`config.mk`:
```
export PLATFORM = sky130hd
export DESIGN_NAME = swd_top
export DESIGN_NICKNAME = d
export VERILOG_FILES = /design/src/inc/swd_pkg.sv /design/src/inc/swd_cnt_if.sv /design/src/rtl/swd_top.sv /design/src/rtl/swd_counter.sv /design/src/rtl/swd_rst_gen.sv
export VERILOG_INCLUDE_DIRS = /design/src /design/src/inc
export SDC_FILE = /design/constraint.sdc
export NUM_CORES = 1
export LEC_CHECK = 0
export BUFFER_PORTS_ARGS = -buffer_cell sky130_fd_sc_hd__buf_2
export CAP_MARGIN = 25
export CELL_PAD_IN_SITES_DETAIL_PLACEMENT = 0
export CELL_PAD_IN_SITES_GLOBAL_PLACEMENT = 2
export CORE_ASPECT_RATIO = 2
export CORE_UTILIZATION = 25
export CTS_BUF_LIST = sky130_fd_sc_hd__clkbuf_16
export CTS_CLUSTER_SIZE = 16
export DETAILED_ROUTE_END_ITERATION = 10
export PLACE_DENSITY_LB_ADDON = 0.1
export SYNTH_ARGS = -nofsm -noshare
export SYNTH_HDL_FRONTEND = slang
export SYNTH_SLANG_ARGS = --single-unit
```
`constraint.sdc`:
```
create_clock -name i_clk -period 5.95 [get_ports i_clk]
set_clock_uncertainty 0.05 [all_clocks]
set_input_delay 1.19 -clock i_clk [delete_from_list [all_inputs] [get_ports i_clk]]
set_output_delay 1.19 -clock i_clk [all_outputs]
set_load 0.05 [all_outputs]
```
`src/inc/swd_cfg.svh`:
```
/*
  Constants of the system watchdog: bus offsets, field positions, codes, reset values.
  Assumes inclusion by bare name from the package and the design modules.
*/
// Behaviour
// (RQ1) Write-only service code; 0xB1 disable, 0x4E clear
// (RQ2) Binary counter on system clock, six periods
// (RQ3) Period code 011 gives two-to-the-21 cycles
// (RQ4) Software clears counter before the period elapses
// (RQ5) Counter runs straight after reset release
// (RQ6) Software disables watchdog before deep stop modes
// (RQ7) Idle mode follows the idle run bit
// (RQ8) Counter halts during debug, resumes afterwards
// (RQ9) Action bit 0: overflow raises non-maskable request
// (RQ10) Overflow interrupt sets watchdog bit in flags
// (RQ11) Action bit 1: internal reset for 32 states
// (RQ12) Watchdog reset restores default clock configuration
// (RQ13) Period field resets to 000
// (RQ14) Enable bit resets to 1
// (RQ15) Disable: clear enable, then write 0xB1
// (RQ16) Setting enable bit re-enables, no code needed
// (RQ17) Action bit resets to 1
// (RQ18) Clear code zeroes counter, counting resumes
// (RQ19) Codes 000..101 select exponents 15..25; 110/111 prohibited
// (RQ20) Idle run bit: 0 stops, 1 runs; resets 0
// (RQ21) Early disable code and reserved codes ignored
// (RQ22) Disabled: counter held zero, no events
`ifndef SWD_CFG_SVH
`define SWD_CFG_SVH
// ----------------------------------------------------------------------
// Register offsets (byte addresses)
// ----------------------------------------------------------------------
`define SWD_OFS_MODE     8'h00
`define SWD_OFS_SERVICE  8'h04
`define SWD_OFS_FLAGS    8'h08
`define SWD_OFS_COUNT    8'h0C
// ----------------------------------------------------------------------
// Mode register fields, flags register bit and reset values
// ----------------------------------------------------------------------
`define SWD_MODE_EN      7
`define SWD_MODE_PER_HI  6
`define SWD_MODE_PER_LO  4
`define SWD_MODE_IDLE    2
`define SWD_MODE_ACT     1
`define SWD_MODE_B0      0
`define SWD_RST_EN       1'b1
`define SWD_RST_PER      3'h0
`define SWD_RST_IDLE     1'b0
`define SWD_RST_ACT      1'b1
`define SWD_FLAG_WDT     0
// ----------------------------------------------------------------------
// Service codes and timing
// ----------------------------------------------------------------------
`define SWD_CODE_DISABLE 8'hB1
`define SWD_CODE_CLEAR   8'h4E
`define SWD_PER_MAX      3'h5
`define SWD_EXP_STEP     2
`define SWD_RESET_STATES 32
`endif

```
`src/inc/swd_pkg.sv`:
```
/*
  Types shared by the watchdog modules.
  Assumes swd_cfg.svh is on the include path.
*/
`default_nettype none
`include "swd_cfg.svh"
package swd_pkg;
  // Watchdog run state
  typedef enum logic [0:0] {
    SWD_OFF = 1'b0,
    SWD_ON  = 1'b1
  } swd_wd_t;

  // Whole state of the top module
  typedef struct packed {
    swd_wd_t     wd;
    logic        en;
    logic [2:0]  per;
    logic        idle_run;
    logic        act;
    logic        b0;
    logic        nmi_flag;
    logic        nmi_pulse;
    logic        ack;
    logic [31:0] rdat;
  } swd_top_st_t;
endpackage
`default_nettype wire

```
`src/inc/swd_cnt_if.sv`:
```
/*
  Carrier between the watchdog control logic and its counter.
  Assumes one clock domain; control drives, counter answers from flops.
*/
`default_nettype none
interface swd_cnt_if #(
  parameter int CW = 25
);
  logic          run;   // Advance this cycle
  logic          clear; // Force count to zero
  logic [2:0]    per;   // Period code
  logic          ovf;   // One-cycle overflow pulse
  logic [CW-1:0] count; // Current count

  modport ctl (output run, output clear, output per, input ovf, input count);
  modport cnt (input run, input clear, input per, output ovf, output count);
endinterface
`default_nettype wire

```
`src/rtl/swd_top.sv`:
```
/*
  System watchdog: Wishbone slave registers, enable/disable sequence,
  low-power and debug gating, overflow action as NMI request or reset.
  Assumes i_idle and i_debug come from logic on i_clk, and that the
  system feeds o_sys_reset back into its reset tree.
*/
// The Wishbone register port and the register addresses were chosen for this implementation.
`default_nettype none
`include "swd_cfg.svh"
module swd_top #(
  parameter int P_EXP_BASE = 15,
  parameter int P_HOLD     = `SWD_RESET_STATES
) (
  input  wire logic        i_clk,
  input  wire logic        i_rst_n,
  // Wishbone classic slave
  input  wire logic        i_wb_cyc,
  input  wire logic        i_wb_stb,
  input  wire logic        i_wb_we,
  input  wire logic [7:0]  i_wb_adr,
  input  wire logic [3:0]  i_wb_sel,
  input  wire logic [31:0] i_wb_dat,
  output var  logic [31:0] o_wb_dat,
  output var  logic        o_wb_ack,
  // System status
  input  wire logic        i_idle,
  input  wire logic        i_debug,
  // Watchdog actions
  output var  logic        o_nmi_req,
  output var  logic        o_nmi_flag,
  output var  logic        o_sys_reset,
  output var  logic        o_clk_cfg_default
);
  import swd_pkg::*;

  localparam int CW = P_EXP_BASE + 2 * `SWD_EXP_STEP * 2 + 2;

  swd_top_st_t st_reg;
  swd_top_st_t st_next;
  logic        rst_act;
  logic        req;
  logic        wr;
  logic [7:0]  code;
  logic        fire;

  swd_cnt_if #(.CW(CW)) u_cnt_if ();

  // ----------------------------------------------------------------------
  // Submodules
  // ----------------------------------------------------------------------
  swd_counter #(
    .P_EXP_BASE (P_EXP_BASE),
    .CW         (CW)
  ) u_counter (
    .i_clk   (i_clk),
    .i_rst_n (i_rst_n),
    .bus     (u_cnt_if)
  );

  swd_rst_gen #(
    .P_HOLD (P_HOLD)
  ) u_rst_gen (
    .i_clk    (i_clk),
    .i_rst_n  (i_rst_n),
    .i_fire   (fire),
    .o_active (rst_act)
  );

  // ----------------------------------------------------------------------
  // Bus decode
  // ----------------------------------------------------------------------
  // Fresh request only; the ack cycle itself is not a new access
  assign req  = i_wb_cyc && i_wb_stb && !st_reg.ack;
  assign wr   = req && i_wb_we && i_wb_sel[0];
  assign code = i_wb_dat[7:0];

  // Reset action only while the watchdog is on; disabled blocks all events
  assign fire = u_cnt_if.ovf && st_reg.act && (st_reg.wd == SWD_ON); // RQ11 RQ22

  // Counter gating by state, debug and idle
  assign u_cnt_if.run   = (st_reg.wd == SWD_ON) && !i_debug // RQ5 RQ8
                          && (!i_idle || st_reg.idle_run) && !rst_act; // RQ7 RQ20
  assign u_cnt_if.per   = st_reg.per;
  assign u_cnt_if.clear = (st_reg.wd == SWD_OFF) || rst_act // RQ22
                          || (wr && i_wb_adr == `SWD_OFS_SERVICE
                              && code == `SWD_CODE_CLEAR); // RQ18

  // ----------------------------------------------------------------------
  // Next state
  // ----------------------------------------------------------------------
  always_comb begin
    st_next           = st_reg;
    st_next.ack       = req;
    st_next.nmi_pulse = 1'b0;
    st_next.rdat      = 32'h0000_0000;

    // Register writes
    if (wr) begin
      case (i_wb_adr)
        `SWD_OFS_MODE: begin
          st_next.en       = i_wb_dat[`SWD_MODE_EN];
          st_next.per      = i_wb_dat[`SWD_MODE_PER_HI:`SWD_MODE_PER_LO];
          st_next.idle_run = i_wb_dat[`SWD_MODE_IDLE];
          st_next.act      = i_wb_dat[`SWD_MODE_ACT];
          st_next.b0       = i_wb_dat[`SWD_MODE_B0];
          if (i_wb_dat[`SWD_MODE_EN]) begin
            st_next.wd = SWD_ON; // RQ16
          end
        end
        `SWD_OFS_SERVICE: begin
          // Disable needs the enable bit already cleared, so one stray
          // write cannot stop the watchdog
          if (code == `SWD_CODE_DISABLE && !st_reg.en) begin
            st_next.wd = SWD_OFF; // RQ1 RQ15 RQ21
          end
        end
        `SWD_OFS_FLAGS: begin
          if (i_wb_dat[`SWD_FLAG_WDT]) begin
            st_next.nmi_flag = 1'b0;
          end
        end
        default: begin
          // Unmapped and read-only offsets: write ignored
        end
      endcase
    end

    // Overflow as non-maskable request; set wins over a clear
    if (u_cnt_if.ovf && !st_reg.act && st_reg.wd == SWD_ON) begin
      st_next.nmi_pulse = 1'b1; // RQ9
      st_next.nmi_flag  = 1'b1; // RQ10
    end

    // Read data, captured with the ack
    if (req && !i_wb_we) begin
      case (i_wb_adr)
        `SWD_OFS_MODE: begin
          st_next.rdat[`SWD_MODE_EN]                     = st_reg.en;
          st_next.rdat[`SWD_MODE_PER_HI:`SWD_MODE_PER_LO] = st_reg.per;
          st_next.rdat[`SWD_MODE_IDLE]                   = st_reg.idle_run;
          st_next.rdat[`SWD_MODE_ACT]                    = st_reg.act;
          st_next.rdat[`SWD_MODE_B0]                     = st_reg.b0;
        end
        `SWD_OFS_FLAGS: begin
          st_next.rdat[`SWD_FLAG_WDT] = st_reg.nmi_flag;
        end
        `SWD_OFS_COUNT: begin
          st_next.rdat = 32'(u_cnt_if.count);
        end
        default: begin
          // Service code is write-only and reads zero, as do gaps
          st_next.rdat = 32'h0000_0000; // RQ1
        end
      endcase
    end

    // Internal reset returns every control field to its reset value;
    // the bus keeps answering so software never hangs on an access
    if (rst_act) begin
      st_next.wd        = SWD_ON;
      st_next.en        = `SWD_RST_EN;
      st_next.per       = `SWD_RST_PER;
      st_next.idle_run  = `SWD_RST_IDLE;
      st_next.act       = `SWD_RST_ACT;
      st_next.b0        = 1'b0;
      st_next.nmi_flag  = 1'b0;
      st_next.nmi_pulse = 1'b0;
    end
  end

  // ----------------------------------------------------------------------
  // State register
  // ----------------------------------------------------------------------
  always_ff @(posedge i_clk or negedge i_rst_n) begin
    if (!i_rst_n) begin
      st_reg          <= '0;
      st_reg.wd       <= SWD_ON;        // RQ5
      st_reg.en       <= `SWD_RST_EN;   // RQ14
      st_reg.per      <= `SWD_RST_PER;  // RQ13
      st_reg.idle_run <= `SWD_RST_IDLE; // RQ20
      st_reg.act      <= `SWD_RST_ACT;  // RQ17
    end else begin
      st_reg <= st_next;
    end
  end

  // ----------------------------------------------------------------------
  // Outputs
  // ----------------------------------------------------------------------
  assign o_wb_dat          = st_reg.rdat;
  assign o_wb_ack          = st_reg.ack;
  assign o_nmi_req         = st_reg.nmi_pulse;
  assign o_nmi_flag        = st_reg.nmi_flag;
  assign o_sys_reset       = rst_act; // RQ11
  // Clock controller returns fsys to the oscillator while this is high
  assign o_clk_cfg_default = rst_act; // RQ12
endmodule // swd_top
`default_nettype wire

```
`src/rtl/swd_counter.sv`:
```
/*
  Watchdog binary counter with selectable power-of-two period.
  Assumes the control side holds clear while the watchdog is off.
*/
`default_nettype none
`include "swd_cfg.svh"
module swd_counter #(
  parameter int P_EXP_BASE = 15,
  parameter int CW         = 25
) (
  input  wire logic i_clk,
  input  wire logic i_rst_n,
  swd_cnt_if.cnt    bus
);
  import swd_pkg::*;

  typedef struct packed {
    logic [CW-1:0] cnt;
    logic          ovf;
  } swd_cnt_st_t;

  swd_cnt_st_t st_reg;
  swd_cnt_st_t st_next;

  // Last count of a period; prohibited codes fall back to the longest
  function automatic logic [CW-1:0] swd_last(input logic [2:0] code);
    logic [2:0] c;
    int         e;
    c = (code > `SWD_PER_MAX) ? `SWD_PER_MAX : code; // RQ19
    e = P_EXP_BASE + `SWD_EXP_STEP * int'(c); // RQ3
    return CW'((64'h1 << e) - 64'h1);
  endfunction

  // Count, wrap and flag the overflow; a shortened period wraps at once
  always_comb begin
    st_next     = st_reg;
    st_next.ovf = 1'b0;
    if (bus.clear) begin
      st_next.cnt = '0; // RQ18 RQ22
    end else if (bus.run) begin
      if (st_reg.cnt >= swd_last(bus.per)) begin
        st_next.cnt = '0;
        st_next.ovf = 1'b1; // RQ2
      end else begin
        st_next.cnt = st_reg.cnt + CW'(1); // RQ2
      end
    end
  end

  always_ff @(posedge i_clk or negedge i_rst_n) begin
    if (!i_rst_n) begin
      st_reg <= '0;
    end else begin
      st_reg <= st_next;
    end
  end

  assign bus.ovf   = st_reg.ovf;
  assign bus.count = st_reg.cnt;
endmodule // swd_counter
`default_nettype wire

```
`src/rtl/swd_rst_gen.sv`:
```
/*
  Stretches a watchdog reset request to a fixed number of clock states.
  Assumes the trigger is a one-cycle pulse on the same clock.
*/
`default_nettype none
`include "swd_cfg.svh"
module swd_rst_gen #(
  parameter int P_HOLD = `SWD_RESET_STATES
) (
  input  wire logic i_clk,
  input  wire logic i_rst_n,
  input  wire logic i_fire,
  output var  logic o_active
);
  import swd_pkg::*;

  typedef struct packed {
    logic [7:0] left;
    logic       act;
  } swd_rg_st_t;

  swd_rg_st_t st_reg;
  swd_rg_st_t st_next;

  // Retrigger during the hold is ignored; the hold itself clears the source
  always_comb begin
    st_next = st_reg;
    if (i_fire && !st_reg.act) begin
      st_next.act  = 1'b1;
      st_next.left = 8'(P_HOLD - 1); // RQ11
    end else if (st_reg.act) begin
      if (st_reg.left == 8'h00) begin
        st_next.act = 1'b0;
      end else begin
        st_next.left = st_reg.left - 8'h01;
      end
    end
  end

  always_ff @(posedge i_clk or negedge i_rst_n) begin
    if (!i_rst_n) begin
      st_reg <= '0;
    end else begin
      st_reg <= st_next;
    end
  end

  assign o_active = st_reg.act;
endmodule // swd_rst_gen
`default_nettype wire

```
Word level (Yosys, flattened, before mapping)
Cells that the tools add are included.
{ "op_classes": {"addsub": 4, "mul": 0, "n_div": 0, "order_cmp": 2, "eq_ne": 8, "shifts": 1, "muxes": 25, "bitwise": 1, "n_reduce_logical": 40} }
{ "op_table": {"columns": ["operator", "count"], "rows": [
  ["25-bit two-way mux", 3],
  ["1-bit by 32-bit left shift with 25-bit output, first input constant", 1],
  ["9-bit two-way mux", 3],
  ["26-bit two-way mux", 1],
  ["25-bit by 1-bit adder with 25-bit output, second input constant", 1],
  ["25-bit >= comparator", 1],
  ["25-bit by 1-bit subtractor with 25-bit output, second input constant", 1],
  ["17-bit two-way mux", 1],
  ["8-bit by 4-bit equality test with 1-bit output, second input constant", 2],
  ["1-bit logical AND", 16],
  ["8-bit logical NOT", 2],
  ["3-bit nonzero test", 4],
  ["10-bit two-way mux", 1],
  ["8-bit by 3-bit equality test with 1-bit output, second input constant", 1],
  ["8-bit by 7-bit equality test with 1-bit output, second input constant", 1],
  ["8-bit equality test, second input constant", 1],
  ["1-bit two-way mux", 8],
  ["8-bit two-way mux", 1],
  ["4-bit one-hot mux with 2 select lines", 1],
  ["2-bit nonzero test", 4],
  ["8-bit by 1-bit subtractor with 8-bit output, second input constant", 1],
  ["1-bit logical NOT", 7],
  ["7-bit two-way mux", 1],
  ["4-bit by 4-bit adder with 5-bit output, first input constant", 1],
  ["14 further kinds", 17]
]} }
{ "totals": {"ff_bits": 78, "latch_bits": 0, "mem_bits_rw": 0, "romBits": 0, "input_bits": 51, "output_inout_bits": 37, "elab_cells": 95, "n_memories": 0} }

Logic depth before layout (Yosys ltp)
Gate-level depths: netlist of run 1.
{ "logic_depth": {"ltp_word": 9, "depth_mapped": 11, "depth_no_buf": 10} }

By module
From an unflattened synthesis of run 1, not the netlist that was laid out.
{ "unflattened": {"hier_cells": 471, "hier_area_um2": 4410.5} }
{ "modules_own_cells": {"columns": ["mod", "instances", "cells_each", "area_per_inst_um2", "seq_area_each_um2"], "rows": [
  ["swd_counter", 1, 266, 2142.1, 650.6],
  ["swd_top", 1, 156, 1774.2, 904.6],
  ["swd_rst_gen", 1, 49, 494.2, 225.2]
]} }

Least setup slack after synthesis of run 1
No wires, ideal clock.
{ "synth_timing": {"path_kind": "input to register", "startpoint": "input port i_wb_stb", "endpoint": "register u_counter.st_reg, in the netlist u_counter.bus.count[18]", "setup_time_ps": 69, "arrival_time_ps": 2811, "required_ps": 5831, "setup_slack_ps": 3020, "path_stages": 7, "n_path_buf": 0, "path_cell_list": "and3b_4 -> nand3_2 -> o41ai_2 -> a211o_1 -> or3_4 -> or4_1 -> nand3_1"} }
{ "synth_via": {"elab_chain_cells": 8, "elab_cells_between_ends": 9, "cone_classes": "mux: 1; reduce/logical: 8"} }
{ "synth_lines": {"columns": ["element", "line_no", "text"], "rows": [
  ["from (decl)", "swd_top.sv:18", "input wire logic i_wb_stb,"],
  ["1-bit logical AND (*) (2 in series)", "swd_top.sv:73", "assign req = i_wb_cyc && i_wb_stb && !st_reg.ack;"],
  ["1-bit logical AND (*) (2 in series)", "swd_top.sv:74", "assign wr = req && i_wb_we && i_wb_sel[0];"],
  ["1-bit logical AND (no source line) (*) (2 in series)", null, null],
  ["1-bit logical OR (*)", "swd_top.sv:84", "assign u_cnt_if.clear = (st_reg.wd == SWD_OFF) || rst_act"],
  ["25-bit two-way mux / 2-bit nonzero test (equally long branches)", null, null],
  ["to (signal assigned)", "swd_counter.sv:54", "st_reg <= st_next;"],
  ["to (decl)", "swd_counter.sv:22", "swd_cnt_st_t st_reg;"]
]} }
Mark *: on every way between the ends. The rest lies on a longest branch, timed or not.
A chain may end at the register's enable or synchronous reset.

Final worst setup path of run 1
{ "layout_timing": {"startpoint": "register u_cnt_if.per[2] (netlist name)", "endpoint": "register u_counter.st_reg, in the netlist u_counter.bus.count[3]"} }
{ "layout_via": {"elab_chain_cells": 9} }
{ "layout_lines": {"columns": ["element", "line_no", "text"], "rows": [
  ["3-bit greater-than comparator (no source line)", null, null],
  ["3-bit two-way mux (*)", "swd_counter.sv:29", "c = (code > `SWD_PER_MAX) ? `SWD_PER_MAX : code;"],
  ["4-bit by 4-bit adder with 5-bit output (*)", "swd_counter.sv:30", "e = P_EXP_BASE + `SWD_EXP_STEP * int'(c);"],
  ["1-bit by 32-bit left shift with 25-bit output (*)", "swd_counter.sv:31", "return CW'((64'h1 << e) - 64'h1);"],
  ["25-bit by 1-bit subtractor with 25-bit output (*)", "swd_counter.sv:31", null],
  ["25-bit >= comparator (*)", "swd_counter.sv:41", "if (st_reg.cnt >= swd_last(bus.per)) begin"],
  ["25-bit two-way mux (*)", "swd_counter.sv:41", null],
  ["26-bit two-way mux (*)", "swd_counter.sv:40", "end else if (bus.run) begin"],
  ["25-bit two-way mux (*)", "swd_counter.sv:38", "if (bus.clear) begin"]
]} }
Mark *: on every way between the ends. The rest lies on a longest branch, timed or not. The select of a mux whose other input is x is not followed.

==> impl_results.html, run 1 <==
<table>
<tr><th>Metric</th><th>Value</th></tr>
<tr><th colspan="2">STA</th></tr>
<tr><td>Setup repair after global routing missed its margin</td><td>no</td></tr>
<tr><td>Slew Viols, Final</td><td>0</td></tr>
<tr><td>Headroom to the max-slew limit</td><td>44.6%</td></tr>
<tr><td>Post-route minimum period</td><td>approximately 3.3 ns</td></tr>
<tr><td>Setup TNS Final</td><td>0 ns</td></tr>
<tr><td>Number of failing setup endpoints in the final timing report</td><td>0</td></tr>
<tr><td>Final Hold Fails</td><td>0</td></tr>
<tr><td>Period utilization</td><td>a little under three fifths</td></tr>
<tr><td>Worst-margin pin slew</td><td>0.823 ns</td></tr>
<tr><td>Achievable frequency</td><td>a little over 0.3 GHz</td></tr>
<tr><th colspan="2">Logic synthesis</th></tr>
<tr><td>Count of state elements after synthesis</td><td>71</td></tr>
<tr><td>Per-instance average area after synthesis</td><td>9.37 µm²</td></tr>
<tr><td>Most common cell in the synthesized netlist</td><td>sky130_fd_sc_hd__dfrtp_1</td></tr>
<tr><td>Distinct cell type count after synthesis</td><td>63</td></tr>
<tr><td>Yosys synthesis warning count</td><td>0</td></tr>
<tr><td>Area fraction of the dominant cell type after synthesis</td><td>42.3%</td></tr>
<tr><td>Sequential share of the synthesized area</td><td>44.3%</td></tr>
<tr><td>EDFF count, synth</td><td>0</td></tr>
<tr><td>Top cell type by total area after synthesis</td><td>sky130_fd_sc_hd__dfrtp_1</td></tr>
<tr><td>Post-synthesis cell area</td><td>between 4000 and 5000 µm²</td></tr>
<tr><td>Number of cells produced by synthesis</td><td>~430</td></tr>
<tr><td>Dominant register cell in the synthesized netlist</td><td>sky130_fd_sc_hd__dfrtp_1</td></tr>
<tr><td>Fraction of registers with async set/reset</td><td>100%</td></tr>
<tr><td>Top post-synthesis cells by area</td><td>sky130_fd_sc_hd__dfrtp_1 (42%), sky130_fd_sc_hd__buf_4 (6.2%), sky130_fd_sc_hd__ha_1 (5.9%)</td></tr>
<tr><td>Most frequent cells after synthesis</td><td>sky130_fd_sc_hd__dfrtp_1 (68), sky130_fd_sc_hd__nand2_1 (48), sky130_fd_sc_hd__buf_4 (33)</td></tr>
<tr><th colspan="2">Clock network</th></tr>
<tr><td>Clock buffer count from CTS</td><td>9</td></tr>
<tr><td>TritonCTS clock tree</td><td>built</td></tr>
<tr><td>Post-CTS Hold Buffers</td><td>0</td></tr>
<tr><td>Reg clk slew, reported paths</td><td>about 0.06 ns</td></tr>
<tr><td>Post-CTS setup repair buffer count</td><td>0</td></tr>
<tr><td>Longest Clk Path Bufs</td><td>2</td></tr>
<tr><td>Clk Tree Root Cell</td><td>sky130_fd_sc_hd__clkbuf_16</td></tr>
<tr><td>Resize count post-CTS</td><td>0</td></tr>
<tr><td>Latest clock arrival within the worst-skew pair</td><td>0.34 ns</td></tr>
<tr><td>CTS HTree Levels</td><td>3</td></tr>
<tr><td># clock sinks</td><td>71</td></tr>
<tr><th colspan="2">Floorplan</th></tr>
<tr><td>CORE AREA</td><td>around 16000 µm²</td></tr>
<tr><td>Horizontal die dimension</td><td>91.7 µm</td></tr>
<tr><td>Die height</td><td>between 150 and 200 µm</td></tr>
<tr><td>Boundary Pins</td><td>88</td></tr>
<tr><td>DIE AREA</td><td>16600 µm²</td></tr>
<tr><td>Initial cell density of the core</td><td>approximately a quarter</td></tr>
<tr><td>FP Rows</td><td>65</td></tr>
<tr><th colspan="2">Critical path</th></tr>
<tr><td>CP Data Required Time</td><td>6.12 ns</td></tr>
<tr><td>Cell depth of the worst flop-to-flop path</td><td>10</td></tr>
<tr><td>Startpoint class of the critical path</td><td>flip-flop</td></tr>
<tr><td>Crit path DAT</td><td>about 3.5 ns</td></tr>
<tr><td>Max FO, Critical Path</td><td>18</td></tr>
<tr><td>Critical path class</td><td>reg2reg</td></tr>
<tr><td>Category of the worst setup path capture point</td><td>flip-flop</td></tr>
<tr><th colspan="2">Run status</th></tr>
<tr><td>Run status</td><td>finished clean</td></tr>
<tr><th colspan="2">Finish</th></tr>
<tr><td>Share of cells above drive strength 1</td><td>19.8%</td></tr>
<tr><td>Number of antenna repair diodes</td><td>0</td></tr>
<tr><td>Final #Nets</td><td>530</td></tr>
<tr><td>Final Core Density</td><td>29.0%</td></tr>
<tr><td>Layout overhead on the synthesized area</td><td>13.8%</td></tr>
<tr><th colspan="2">Detailed routing</th></tr>
<tr><td>Starting DRC count in detailed routing</td><td>96</td></tr>
<tr><td>Total number of vias</td><td>between 3000 and 4000</td></tr>
<tr><td>Number of iterations in the first detailed-routing pass</td><td>4</td></tr>
<tr><td>Vias per std cell</td><td>around 4.7</td></tr>
<tr><td>Final wirelength</td><td>11.4 mm</td></tr>
<tr><td>Antenna Nets Post-Route</td><td>0</td></tr>
<tr><td>Average routed wire per standard cell</td><td>17.1 µm</td></tr>
<tr><td>Remaining routing DRC violations</td><td>0</td></tr>
<tr><th colspan="2">Global routing</th></tr>
<tr><td>Global routing usage summed across all routing layers</td><td>14.6%</td></tr>
<tr><td>First-pass GRT wire length</td><td>roughly 18 mm</td></tr>
<tr><td>Antenna violations before repair</td><td>0</td></tr>
<tr><td>Aggregate global routing overflow</td><td>0</td></tr>
<tr><td>Maximum number of pins on one net before global-route repair</td><td>72</td></tr>
<tr><td>Via count of the first global-routing pass</td><td>3171</td></tr>
<tr><th colspan="2">Placement</th></tr>
<tr><td>Number of input and output port buffers inserted</td><td>53</td></tr>
<tr><td>Final weighted congestion of routability-driven global placement</td><td>0.721</td></tr>
<tr><td>HPWL after DPL</td><td>8.36 mm</td></tr>
<tr><th colspan="2">Pwr</th></tr>
<tr><td>Power per cell area</td><td>235 nW/µm²</td></tr>
<tr><td>Peak supply drop</td><td>0.000125 V</td></tr>
<tr><td>Static Leakage</td><td>2.13 nW</td></tr>
<tr><th colspan="2">Job</th></tr>
<tr><td>Max-cap violations</td><td>0</td></tr>
<tr><th colspan="2">Hold path</th></tr>
<tr><td>HP Class</td><td>reg2reg</td></tr>
<tr><td>Hold Crit Depth</td><td>2</td></tr>
</table>
-- area by class of cell --
| type | count | area, µm² |
|---|---|---|
| inverters | 19 | 71.3 |
| clock inverters | 7 | 63.8 |
| fillers | 1736 | 11200 |
| well taps | 201 | 251 |
| flip-flops and latches | 71 | 1780 |
| clock buffers | 9 | 225 |
| repair buffers | 56 | 310 |
| multi-input cells | 303 | 1880 |
-- logic make-up after synthesis --
| kind of cell | after synthesis | synth area share [%] |
|---|---|---|
| other cells | 2 | 0.187 |
| flops | 71 | 44.3 |
| compound gates | 81 | 13.6 |
| fa+ha+maj | 19 | 5.91 |
| xor+xnor | 5 | 1.09 |
| simple gates | 180 | 23.5 |
| buf+inv | 66 | 10.1 |
| mux | 5 | 1.28 |
-- per-layer routing --
layer	vias to the layer above	wire length (µm)	GRT usage, %
li1	1540	-	-
met1	1532	4110	14.3
met2	54	6810	29.5
met3	12	222	1.81
met4	0	242	5.90
met5	-	0	0
-- placed cells by master (no fill, tap or decap), drive strengths merged, types with 2 or more instances in the layout --
cell type	n
a31oi	2
o31ai	4
inv	19
nand4b	5
nand4	8
or4	2
conb	13
o211ai	4
nor4	7
ha	19
a21boi	2
nand2	49
clkinvlp	2
mux2i	4
nand3	25
buf	56
a211o	2
a22oi	9
xnor2	3
dfrtp	68
or3	12
and3	5
o41ai	2
dfstp	3
and2	15
a21oi	18
nor2	32
clkbuf	9
nor3	12
xor2	2
clkinv	4
o311ai	5
or2	2
o21ai	23
a221o	3
a21o	2
-- worst max-delay path, stage by stage (launching register included) --
cell	delay [ns]
sky130_fd_sc_hd__dfrtp_1	0.58
sky130_fd_sc_hd__o21ai_0	0.17
sky130_fd_sc_hd__ha_1	0.33
sky130_fd_sc_hd__nand3_1	0.11
sky130_fd_sc_hd__nor3_1	0.45
sky130_fd_sc_hd__nand2_1	0.13
sky130_fd_sc_hd__o31ai_2	0.42
sky130_fd_sc_hd__nor3_2	0.22
sky130_fd_sc_hd__buf_4	0.26
sky130_fd_sc_hd__and3_1	0.20
sky130_fd_sc_hd__a221o_1	0.25
-- final timing paths --
kind	endpoint	slack, ns	startpoint
min in group asynchronous	o_wb_dat[10]	0.73	i_rst_n
max in group asynchronous	st_reg[41]	4.50	i_rst_n
min	st_reg[35]	0.43	st_reg[35]
max reg2reg	u_counter.bus.count[3]	2.65	u_cnt_if.per[2]
max	u_counter.bus.count[3]	2.65	u_cnt_if.per[2]
min reg2reg	st_reg[35]	0.43	st_reg[35]
-- through the flow --
stage / cell area, µm² / worst slack [ns] / power (mW) / hold slack (ns) / std cells
2_1_floorplan: 4060 / 3.02 / 0.520 / 0.400 / 440
3_3_place_gp: 4260 / 2.26 / 0.541 / 0.412 / 649
3_5_place_dp: 4260 / 2.26 / 0.542 / 0.421 / 649
4_1_cts: 4550 / 2.59 / 1.09 / 0.435 / 665
5_1_grt: 4580 / 2.39 / 1.11 / 0.465 / 666
6_report: 4580 / 2.65 / 1.08 / 0.426 / 666
-- power breakdown --
part	total [mW]	internal, mW	switching [mW]
Clock	0.542	0.321	0.221
Sequential	0.485	0.484	0.000830
Combinational	0.0494	0.0137	0.0357
Total	1.08	0.819	0.258
Power figures use the tool's default switching activity.
==> run 2, diff against run 1 <==
--- a/config.mk
+++ b/config.mk
@@ -6,6 +6,7 @@
 export SDC_FILE = /design/constraint.sdc
 export NUM_CORES = 1
 export LEC_CHECK = 0
+export ABC_AREA = 1
 export BUFFER_PORTS_ARGS = -buffer_cell sky130_fd_sc_hd__buf_2
 export CAP_MARGIN = 25
 export CELL_PAD_IN_SITES_DETAIL_PLACEMENT = 0
==> constraint.sdc (replaced) <==
create_clock -name i_clk -period 3.4 [get_ports i_clk]
set_clock_uncertainty 0.05 [all_clocks]
set_input_delay 0.68 -clock i_clk [delete_from_list [all_inputs] [get_ports i_clk]]
set_output_delay 0.68 -clock i_clk [all_outputs]
set_load 0.05 [all_outputs]
==> run 2 against run 1 <==
Net effect: setup slack worse by 1.8 ns; utilization is 0.10 points lower; sequential power is 97% higher; die area is 13% higher; sequential share of layout area is 4.3 points lower; global-route usage is 1.7 points higher; largest cell class unchanged; largest power group is now registers.
==> impl_results.html, run 2 <==
<table>
<tr><th>Metric</th><th>Value</th></tr>
<tr><th colspan="2">Critical path</th></tr>
<tr><td>Max FO, Critical Path</td><td>17 (-1)</td></tr>
<tr><td>CP Data Required Time</td><td>3.63 ns (-2.49 ns)</td></tr>
<tr><td>Critical path class</td><td>reg2reg</td></tr>
<tr><td>Number of buffers and inverters on the critical path</td><td>2 (+1)</td></tr>
<tr><td>Cell type with the highest occurrence count on the critical path</td><td>sky130_fd_sc_hd__nand2_1</td></tr>
<tr><td>Cells along the critical path</td><td>o21ai_0 &gt; ha_1 &gt; nand2_1 &gt; inv_1 &gt; nand2_1 &gt; nand2_1 &gt; a21oi_1 &gt; nand3_2 &gt; nor2_4 &gt; buf_12 &gt; nand2_1 &gt; nand2_1</td></tr>
<tr><td>Category of the worst setup path capture point</td><td>flip-flop</td></tr>
<tr><td>Crit path DAT</td><td>2.81 ns (-0.66 ns)</td></tr>
<tr><td>Slowest-stage cell, CP</td><td>sky130_fd_sc_hd__dfrtp_1</td></tr>
<tr><td>Slowest cell delay on critical path</td><td>0.53 ns (-0.05 ns)</td></tr>
<tr><td>CP delay by family, top</td><td>simple AND/OR/NAND/NOR gates</td></tr>
<tr><td>Startpoint class of the critical path</td><td>flip-flop</td></tr>
<tr><th colspan="2">STA</th></tr>
<tr><td>Post-route minimum period</td><td>2.58 ns (-0.715 ns)</td></tr>
<tr><td>Worst-margin pin slew</td><td>0.881 ns (+0.0574 ns)</td></tr>
<tr><td>Headroom to the max-slew limit</td><td>41.2% (-3.4 points)</td></tr>
<tr><td>Worst Slack Setup Final</td><td>0.818 ns (-1.83 ns)</td></tr>
<tr><td>Number of failing setup endpoints in the final timing report</td><td>0 (unchanged)</td></tr>
<tr><td>Setup repair after global routing missed its margin</td><td>no</td></tr>
<tr><td>Slew Viols, Final</td><td>0 (unchanged)</td></tr>
<tr><td>Period utilization</td><td>75.9% (+21 points)</td></tr>
<tr><td>Setup TNS Final</td><td>0 ns (unchanged)</td></tr>
<tr><td>Achievable frequency</td><td>0.387 GHz (+28%)</td></tr>
<tr><td>Final Hold Fails</td><td>0 (unchanged)</td></tr>
<tr><th colspan="2">Clock network</th></tr>
<tr><td>Post-CTS setup repair buffer count</td><td>0 (unchanged)</td></tr>
<tr><td>CTS HTree Levels</td><td>3 (unchanged)</td></tr>
<tr><td>TritonCTS clock tree</td><td>built</td></tr>
<tr><td>Clock buffer count from CTS</td><td>9 (unchanged)</td></tr>
<tr><td>Latest clock arrival within the worst-skew pair</td><td>0.34 ns (about the same)</td></tr>
<tr><td>Resize count post-CTS</td><td>0 (unchanged)</td></tr>
<tr><td>Post-CTS Hold Buffers</td><td>0 (unchanged)</td></tr>
<tr><td>Clk Tree Root Cell</td><td>sky130_fd_sc_hd__clkbuf_16</td></tr>
<tr><td>Longest Clk Path Bufs</td><td>2 (unchanged)</td></tr>
<tr><td># clock sinks</td><td>71 (unchanged)</td></tr>
<tr><td>Reg clk slew, reported paths</td><td>0.06 ns (about the same)</td></tr>
<tr><th colspan="2">Floorplan</th></tr>
<tr><td>CORE AREA</td><td>17800 µm² (+13%)</td></tr>
<tr><td>FP Rows</td><td>69 (+6.2%)</td></tr>
<tr><td>Initial cell density of the core</td><td>25.6% (+0.12 points)</td></tr>
<tr><td>DIE AREA</td><td>18800 µm² (+13%)</td></tr>
<tr><td>Horizontal die dimension</td><td>97.4 µm (+6.3%)</td></tr>
<tr><td>Die height</td><td>193 µm (+6.4%)</td></tr>
<tr><td>Boundary Pins</td><td>88 (unchanged)</td></tr>
<tr><th colspan="2">Detailed routing</th></tr>
<tr><td>Antenna Nets Post-Route</td><td>0 (unchanged)</td></tr>
<tr><td>Vias per std cell</td><td>4.51 (-4.2%)</td></tr>
<tr><td>Final wirelength</td><td>14.4 mm (+27%)</td></tr>
<tr><td>Number of iterations in the first detailed-routing pass</td><td>5 (+1)</td></tr>
<tr><td>Remaining routing DRC violations</td><td>0 (unchanged)</td></tr>
<tr><td>Total number of vias</td><td>3935 (+25%)</td></tr>
<tr><td>Starting DRC count in detailed routing</td><td>123 (+28%)</td></tr>
<tr><td>Average routed wire per standard cell</td><td>16.5 µm (-3.2%)</td></tr>
<tr><th colspan="2">Global routing</th></tr>
<tr><td>Antenna violations before repair</td><td>0 (unchanged)</td></tr>
<tr><td>Via count of the first global-routing pass</td><td>4075 (+29%)</td></tr>
<tr><td>First-pass GRT wire length</td><td>22.5 mm (+25%)</td></tr>
<tr><td>Maximum number of pins on one net before global-route repair</td><td>72 (unchanged)</td></tr>
<tr><td>Aggregate global routing overflow</td><td>0 (unchanged)</td></tr>
<tr><td>Global routing usage summed across all routing layers</td><td>16.2% (+1.7 points)</td></tr>
<tr><th colspan="2">Finish</th></tr>
<tr><td>Number of antenna repair diodes</td><td>0 (unchanged)</td></tr>
<tr><td>Layout overhead on the synthesized area</td><td>12.9%</td></tr>
<tr><td>Most frequent cells in the layout</td><td>sky130_fd_sc_hd__nand2_1 (162), sky130_fd_sc_hd__nor2_1 (84), sky130_fd_sc_hd__dfrtp_1 (68)</td></tr>
<tr><td>Most common cell after layout, fill and taps aside</td><td>sky130_fd_sc_hd__nand2_1</td></tr>
<tr><td>Share of cells above drive strength 1</td><td>15.6% (-4.2 points)</td></tr>
<tr><td>Filler-free cell count of the finished design</td><td>872 (+31%)</td></tr>
<tr><td>Final Core Density</td><td>28.9% (-0.10 points)</td></tr>
<tr><td>Final #Nets</td><td>724 (+37%)</td></tr>
<tr><th colspan="2">Logic synthesis</th></tr>
<tr><td>Post-synthesis cell area</td><td>4550 µm² (+13%)</td></tr>
<tr><td>Top cell type by total area after synthesis</td><td>sky130_fd_sc_hd__dfrtp_1</td></tr>
<tr><td>Sequential share of the synthesized area</td><td>39.1% (-5.2 points)</td></tr>
<tr><td>EDFF count, synth</td><td>0 (unchanged)</td></tr>
<tr><td>Most common cell in the synthesized netlist</td><td>sky130_fd_sc_hd__nand2_1</td></tr>
<tr><td>Top post-synthesis cells by area</td><td>sky130_fd_sc_hd__dfrtp_1 (37%), sky130_fd_sc_hd__nand2_1 (13%), sky130_fd_sc_hd__nor2_1 (6.9%)</td></tr>
<tr><td>Distinct cell type count after synthesis</td><td>34 (-46%)</td></tr>
<tr><td>Most frequent cells after synthesis</td><td>sky130_fd_sc_hd__nand2_1 (162), sky130_fd_sc_hd__nor2_1 (84), sky130_fd_sc_hd__dfrtp_1 (68)</td></tr>
<tr><td>Yosys synthesis warning count</td><td>0 (unchanged)</td></tr>
<tr><td>Fraction of registers with async set/reset</td><td>100% (unchanged)</td></tr>
<tr><td>Area fraction of the dominant cell type after synthesis</td><td>37.4% (-5.0 points)</td></tr>
<tr><td>Dominant register cell in the synthesized netlist</td><td>sky130_fd_sc_hd__dfrtp_1</td></tr>
<tr><td>Number of cells produced by synthesis</td><td>623 (+45%)</td></tr>
<tr><td>Per-instance average area after synthesis</td><td>7.31 µm² (-22%)</td></tr>
<tr><td>Count of state elements after synthesis</td><td>71 (unchanged)</td></tr>
<tr><th colspan="2">Pwr</th></tr>
<tr><td>Switching power</td><td>0.699 mW (+170%)</td></tr>
<tr><td>Share of total power in the clock network</td><td>41.7% (-8.7 points)</td></tr>
<tr><td>Static Leakage</td><td>2.50 nW (+18%)</td></tr>
<tr><td>Net switching share of the total power</td><td>30.7% (+6.8 points)</td></tr>
<tr><td>Part of the total power dissipated in combinational logic</td><td>16.2% (+12 points)</td></tr>
<tr><td>Design internal power</td><td>1.58 mW (+93%)</td></tr>
<tr><td>Peak supply drop</td><td>0.000269 V (+120%)</td></tr>
<tr><td>Power per cell area</td><td>442 nW/µm² (+88%)</td></tr>
<tr><td>Reg power frac</td><td>42.1% (-2.9 points)</td></tr>
<tr><th colspan="2">Placement</th></tr>
<tr><td>Number of input and output port buffers inserted</td><td>53 (unchanged)</td></tr>
<tr><td>Final weighted congestion of routability-driven global placement</td><td>0.785 (+9.0%)</td></tr>
<tr><td>Setup slack after placement</td><td>0.815 ns (-1.45 ns)</td></tr>
<tr><td>HPWL after DPL</td><td>10.7 mm (+28%)</td></tr>
<tr><td>Placed cell count</td><td>855 (+32%)</td></tr>
<tr><th colspan="2">Run status</th></tr>
<tr><td>Run status</td><td>finished clean</td></tr>
<tr><th colspan="2">Hold path</th></tr>
<tr><td>HP Class</td><td>in2async</td></tr>
<tr><th colspan="2">Job</th></tr>
<tr><td>Max-cap violations</td><td>0 (unchanged)</td></tr>
</table>
==> run 2: cell count changes in the layout (fill, tap and decap cells not counted), sizes merged, moves of 8 or more <==
cell,delta
or3,-12
nor3,+8
nor2,+61
inv,+48
xor2,+8
nand2,+117
nand3,+40
a22oi,-9
and2,-14
==> run 2: final cells by class <==
class	instances	area, µm²
inverter	67	251
tap	213	267
clock buffer	9	225
timing repair buffer	59	345
sequential	71	1780
clock inverter	7	63.8
multi-input combinational	446	2210
fill	1971	12600
==> run 2: kinds of logic (layout without fill, tap and decap cells) <==
| group | Yosys count | after routing | share of synthesized area (%) |
|---|---|---|---|
| adders and majority gates | 19 | 19 | 5.22 |
| xor gates and xnor gates | 13 | 13 | 2.50 |
| DFF | 71 | 71 | 39.1 |
| AOI/OAI and AO/OA | 45 | 45 | 5.44 |
| buffers and inverters | 117 | 142 | 13.3 |
| other | 2 | 13 | 0.165 |
| and+or+nand+nor | 356 | 356 | 34.3 |
==> run 2: worst paths after layout <==
kind                       cells after the start       startpoint                       to  slack (ns)
setup / recovery                              12  u_cnt_if.per[2]  u_counter.bus.count[20]        0.82
hold / removal                                 1          i_rst_n  u_counter.bus.count[11]        0.19
setup reg to reg                              12  u_cnt_if.per[2]  u_counter.bus.count[20]        0.82
hold reg to reg                                1         o_wb_ack                 o_wb_ack        0.38
max in group asynchronous                      2          i_rst_n               st_reg[41]        2.48
min in group i_clk                             1         o_wb_ack                 o_wb_ack        0.38
==> run 2: stage by stage <==
| stage | power [mW] | hold WS [ns] | cell area (µm²) |
|---|---|---|---|
| 6_report | 2.27 | 0.187 | 5140 |
| 5_1_grt | 2.41 | 0.195 | 5140 |
| 2_1_floorplan | 1.22 | 0.334 | 4600 |
| 4_1_cts | 2.32 | 0.389 | 5110 |
| 3_5_place_dp | 1.34 | 0.373 | 4830 |
| 3_3_place_gp | 1.34 | 0.376 | 4830 |
==> run 2: worst reg2reg max path, cell delays in order, from the launching register on <==
cell                      delay [ns]
sky130_fd_sc_hd__dfrtp_1        0.53
sky130_fd_sc_hd__o21ai_0        0.15
sky130_fd_sc_hd__ha_1           0.31
sky130_fd_sc_hd__nand2_1        0.10
sky130_fd_sc_hd__inv_1          0.05
sky130_fd_sc_hd__nand2_1        0.06
sky130_fd_sc_hd__nand2_1        0.04
sky130_fd_sc_hd__a21oi_1        0.39
sky130_fd_sc_hd__nand3_2        0.17
sky130_fd_sc_hd__nor2_4         0.34
sky130_fd_sc_hd__buf_12         0.21
sky130_fd_sc_hd__nand2_1        0.07
sky130_fd_sc_hd__nand2_1        0.06
==> run 2: power by group through the flow <==
stage	combinational (mW)	clock, mW	sequential [mW]
after floorplan	0.257	0	0.961
after global placement	0.368	0	0.972
after detailed placement	0.371	0	0.973
after CTS	0.372	0.985	0.958
after global routing	0.418	1.02	0.966
final	0.368	0.949	0.957
==> run 2: metal layers <==
metal | GRT usage [%] | wire length (µm)
met4 | 8.71 | 391
met3 | 2.21 | 341
met2 | 32.7 | 8310
met1 | 15.5 | 5380
met5 | 0 | 0
==> run 3, diff against run 2 <==
==> constraint.sdc (replaced) <==
create_clock -name i_clk -period 2.1 [get_ports i_clk]
set_clock_uncertainty 0.05 [all_clocks]
set_input_delay 0.42 -clock i_clk [delete_from_list [all_inputs] [get_ports i_clk]]
set_output_delay 0.42 -clock i_clk [all_outputs]
set_load 0.05 [all_outputs]
==> run 3 against run 2 <==
Net effect: the run now ends with setup timing left; global-route usage up 0.45 points; count of clock-buffer cells in the layout stayed put; worst hold slack gained 0.045 ns; design area grew 8.4%; critical path depth increased by 3; sequential cell count did not move; largest power group unchanged; highest routed layer unchanged.
==> impl_results.html, run 3 (synthesis results as in run 2) <==
<table>
<tr><th>Metric</th><th>Value</th></tr>
<tr><th colspan="2">Detailed routing</th></tr>
<tr><td>Total number of vias</td><td>4101 (+4.2%)</td></tr>
<tr><td>Met3 wirelength from detailed routing</td><td>356 µm (+4.4%)</td></tr>
<tr><td>Average routed wire per standard cell</td><td>16.0 µm (-3.3%)</td></tr>
<tr><td>Starting DRC count in detailed routing</td><td>102 (-17%)</td></tr>
<tr><td>Vias per std cell</td><td>4.50 (-0.35%)</td></tr>
<tr><td>Amount of wire on met2 after detailed routing</td><td>8.36 mm (+0.59%)</td></tr>
<tr><td>Wire length on met1</td><td>5.37 mm (about the same)</td></tr>
<tr><td>Antenna Nets Post-Route</td><td>0 (unchanged)</td></tr>
<tr><td>Final wirelength</td><td>14.6 mm (+1.1%)</td></tr>
<tr><td>Highest Signal Layer</td><td>met4</td></tr>
<tr><td>Remaining routing DRC violations</td><td>0 (unchanged)</td></tr>
<tr><td>Number of iterations in the first detailed-routing pass</td><td>4 (-1)</td></tr>
<tr><th colspan="2">Pwr</th></tr>
<tr><td>Share of total power in the clock network</td><td>39.4% (-2.3 points)</td></tr>
<tr><td>Power per cell area</td><td>692 nW/µm² (+56%)</td></tr>
<tr><td>Peak supply drop</td><td>0.000349 V (+30%)</td></tr>
<tr><td>Switching power</td><td>1.19 mW (+70%)</td></tr>
<tr><td>Net switching share of the total power</td><td>30.8% (+0.094 points)</td></tr>
<tr><td>Design internal power</td><td>2.67 mW (+69%)</td></tr>
<tr><td>Static Leakage</td><td>2.73 nW (+9.2%)</td></tr>
<tr><td>Reg power frac</td><td>40.2% (-1.9 points)</td></tr>
<tr><td>Part of the total power dissipated in combinational logic</td><td>20.4% (+4.2 points)</td></tr>
<tr><th colspan="2">Finish</th></tr>
<tr><td>Filler-free cell count of the finished design</td><td>912 (+4.6%)</td></tr>
<tr><td>Most frequent cells in the layout</td><td>sky130_fd_sc_hd__nand2_1 (143), sky130_fd_sc_hd__nor2_1 (81), sky130_fd_sc_hd__dfrtp_1 (65)</td></tr>
<tr><td>Final #Nets</td><td>764 (+5.5%)</td></tr>
<tr><td>Final Core Density</td><td>31.3% (+2.4 points)</td></tr>
<tr><td>FILL cells</td><td>1978 (+0.36%)</td></tr>
<tr><td>Share of cells above drive strength 1</td><td>24.6% (+9.0 points)</td></tr>
<tr><td>Number of antenna repair diodes</td><td>0 (unchanged)</td></tr>
<tr><td>Layout overhead on the synthesized area</td><td>22.4%</td></tr>
<tr><td>Most common cell after layout, fill and taps aside</td><td>sky130_fd_sc_hd__nand2_1</td></tr>
<tr><th colspan="2">Critical path</th></tr>
<tr><td>CP Data Required Time</td><td>2.34 ns (-1.29 ns)</td></tr>
<tr><td>Category of the worst setup path capture point</td><td>flip-flop</td></tr>
<tr><td>Max FO, Critical Path</td><td>7 (-10)</td></tr>
<tr><td>End of the worst register-to-register path</td><td>u_counter.bus.count[23]</td></tr>
<tr><td>Startpoint class of the critical path</td><td>flip-flop</td></tr>
<tr><td>Termination of the worst setup path</td><td>u_counter.bus.count[23]</td></tr>
<tr><td>Worst Setup SP</td><td>u_cnt_if.per[1]</td></tr>
<tr><td>Cell depth of the worst flop-to-flop path</td><td>15 (+3)</td></tr>
<tr><td>Critical path class</td><td>reg2reg</td></tr>
<tr><td>Crit Reg-Reg Startpoint</td><td>u_cnt_if.per[1]</td></tr>
<tr><td>R2R setup slack</td><td>-0.12 ns (-0.93 ns)</td></tr>
<tr><td>Crit path DAT</td><td>2.45 ns (-0.36 ns)</td></tr>
<tr><th colspan="2">Placement</th></tr>
<tr><td>Number of input and output port buffers inserted</td><td>53 (unchanged)</td></tr>
<tr><td>HPWL after DPL</td><td>11.1 mm (+3.3%)</td></tr>
<tr><td>Setup slack after placement</td><td>-0.237 ns (-1.05 ns)</td></tr>
<tr><td>Final weighted congestion of routability-driven global placement</td><td>0.810 (+3.1%)</td></tr>
<tr><td>Placed cell count</td><td>889 (+4.0%)</td></tr>
<tr><th colspan="2">Run status</th></tr>
<tr><td>Run status</td><td>finished, violations left</td></tr>
<tr><td>Failing checks</td><td>setup timing</td></tr>
<tr><th colspan="2">Clock network</th></tr>
<tr><td>Clk Tree Root Cell</td><td>sky130_fd_sc_hd__clkbuf_16</td></tr>
<tr><td>TritonCTS clock tree</td><td>built</td></tr>
<tr><td>Reg clk slew, reported paths</td><td>0.06 ns (about the same)</td></tr>
<tr><td>Longest Clk Path Bufs</td><td>2 (unchanged)</td></tr>
<tr><td>Latest clock arrival within the worst-skew pair</td><td>0.35 ns (about the same)</td></tr>
<tr><td>Clock buffer count from CTS</td><td>9 (unchanged)</td></tr>
<tr><td>CTS HTree Levels</td><td>3 (unchanged)</td></tr>
<tr><td># clock sinks</td><td>71 (unchanged)</td></tr>
<tr><th colspan="2">STA</th></tr>
<tr><td>Worst Slack Setup Final</td><td>-0.115 ns (-0.933 ns)</td></tr>
<tr><td>Final Hold Fails</td><td>0 (unchanged)</td></tr>
<tr><td>Headroom to the max-slew limit</td><td>47.3% (+6.1 points)</td></tr>
<tr><td>Achievable frequency</td><td>0.451 GHz (+17%)</td></tr>
<tr><td>Post-route minimum period</td><td>2.22 ns (-0.367 ns)</td></tr>
<tr><td>Period utilization</td><td>105% (+30 points)</td></tr>
<tr><td>Slew Viols, Final</td><td>0 (unchanged)</td></tr>
<tr><td>Number of failing setup endpoints in the final timing report</td><td>25 (+25)</td></tr>
<tr><td>Worst-margin pin slew</td><td>0.789 ns (-0.0915 ns)</td></tr>
<tr><td>Setup repair after global routing missed its margin</td><td>yes</td></tr>
<tr><th colspan="2">Global routing</th></tr>
<tr><td>Global routing usage summed across all routing layers</td><td>16.7% (+0.45 points)</td></tr>
<tr><td>Via count of the first global-routing pass</td><td>4225 (+3.7%)</td></tr>
<tr><td>First-pass GRT wire length</td><td>23.4 mm (+3.8%)</td></tr>
<tr><td>Aggregate global routing overflow</td><td>0 (unchanged)</td></tr>
<tr><td>Maximum number of pins on one net before global-route repair</td><td>35 (-51%)</td></tr>
<tr><td>Antenna violations before repair</td><td>0 (unchanged)</td></tr>
<tr><th colspan="2">Floorplan</th></tr>
<tr><td>Initial cell density of the core</td><td>25.6% (unchanged)</td></tr>
<tr><td>Boundary Pins</td><td>88 (unchanged)</td></tr>
<tr><td>FP Rows</td><td>69 (unchanged)</td></tr>
<tr><td>Horizontal die dimension</td><td>97.4 µm (unchanged)</td></tr>
<tr><td>Die height</td><td>193 µm (unchanged)</td></tr>
<tr><td>CORE AREA</td><td>17800 µm² (unchanged)</td></tr>
<tr><td>DIE AREA</td><td>18800 µm² (unchanged)</td></tr>
<tr><th colspan="2">Job</th></tr>
<tr><td>Max-cap violations</td><td>0 (unchanged)</td></tr>
<tr><th colspan="2">Hold path</th></tr>
<tr><td>HP Class</td><td>in2reg</td></tr>
</table>
run 3: changes by cell type in the layout (fill, tap and decap cells not counted), moves of 3 or more:
| cell | delta |
|---|---|
| sky130_fd_sc_hd__nor2_1 | -3 |
| sky130_fd_sc_hd__nand2_2 | +18 |
| sky130_fd_sc_hd__a21oi_2 | +3 |
| sky130_fd_sc_hd__a21oi_1 | -3 |
| sky130_fd_sc_hd__buf_6 | +6 |
| sky130_fd_sc_hd__nand2_1 | -19 |
| sky130_fd_sc_hd__buf_4 | +33 |
| sky130_fd_sc_hd__dfrtp_1 | -3 |
| sky130_fd_sc_hd__dfrtp_2 | +3 |
run 3: how the worst min path moves through the flow:
stage	start	slack, ns	endpoint	depth (start not counted)
final	i_wb_stb	0.23	o_wb_ack	3
after global routing	i_wb_stb	0.23	o_wb_ack	3
after CTS	i_wb_stb	0.22	o_wb_ack	3
after detailed placement	i_rst_n	0.28	u_counter.bus.count[12]	1
after global placement	i_rst_n	0.27	u_counter.bus.count[12]	1
after floorplan	i_rst_n	0.07	o_nmi_flag	0
run 3: final cells by class:
type | instances | area, µm² | share of cell area (%)
clock inverters | 7 | 56.3 | 1.01
clock buffers | 9 | 225 | 4.04
repair buffers | 99 | 663 | 11.9
multi-input cells | 446 | 2330 | 41.7
flip-flops and latches | 71 | 1780 | 32.0
well taps | 213 | 267 | 4.78
inverters | 67 | 251 | 4.51
run 3: critical path, stage by stage, from the launching register on:
cell	delay, ns
sky130_fd_sc_hd__dfrtp_2	0.46
sky130_fd_sc_hd__buf_6	0.16
sky130_fd_sc_hd__a21oi_2	0.13
sky130_fd_sc_hd__ha_1	0.23
sky130_fd_sc_hd__nand2_1	0.08
sky130_fd_sc_hd__inv_2	0.04
sky130_fd_sc_hd__nand2_1	0.04
sky130_fd_sc_hd__nand2_1	0.06
sky130_fd_sc_hd__a21oi_2	0.17
sky130_fd_sc_hd__buf_4	0.16
sky130_fd_sc_hd__nand3_4	0.07
sky130_fd_sc_hd__nor2_4	0.14
sky130_fd_sc_hd__buf_6	0.13
sky130_fd_sc_hd__buf_12	0.12
sky130_fd_sc_hd__nand2_4	0.04
sky130_fd_sc_hd__nand2_2	0.06
run 3: metal layers:
layer / GRT usage (%) / vias up
met3: 2.14 / 23
met1: 16.3 / 1941
met4: 8.65 / 0
met2: 33.4 / 79
li1: - / 2058
met5: 0 / -
run 3: power by group through the flow:
| stage | sequential, mW | clock [mW] | combinational (mW) |
|---|---|---|---|
| 2_1_floorplan | 1.56 | 0 | 0.416 |
| 3_3_place_gp | 1.57 | 0 | 0.699 |
| 3_5_place_dp | 1.57 | 0 | 0.705 |
| 4_1_cts | 1.55 | 1.58 | 0.795 |
| 5_1_grt | 1.57 | 1.63 | 0.882 |
| 6_report | 1.55 | 1.52 | 0.788 |
run 3: metrics by stage:
stage / hold WS (ns) / area, µm² / setup TNS (ns) / total power, mW
after floorplan: 0.0744 / 4600 / 0 / 1.97
after global placement: 0.275 / 5090 / -5.40 / 2.27
after detailed placement: 0.282 / 5090 / -5.58 / 2.28
after CTS: 0.224 / 5570 / -3.07 / 3.93
after global routing: 0.233 / 5570 / -4.98 / 4.08
final: 0.232 / 5570 / -1.62 / 3.86
run 3: repair_timing:
item | CTS | global route
setup buffers | 9 | 0
hold buffers | 1 | 0
endpoints found under the setup margin | 26 | 26
gates resized for setup | 32 | 17
pin swaps | 7 | 10
hold endpoints to repair | 19 | 0
cloned | 1 | 0
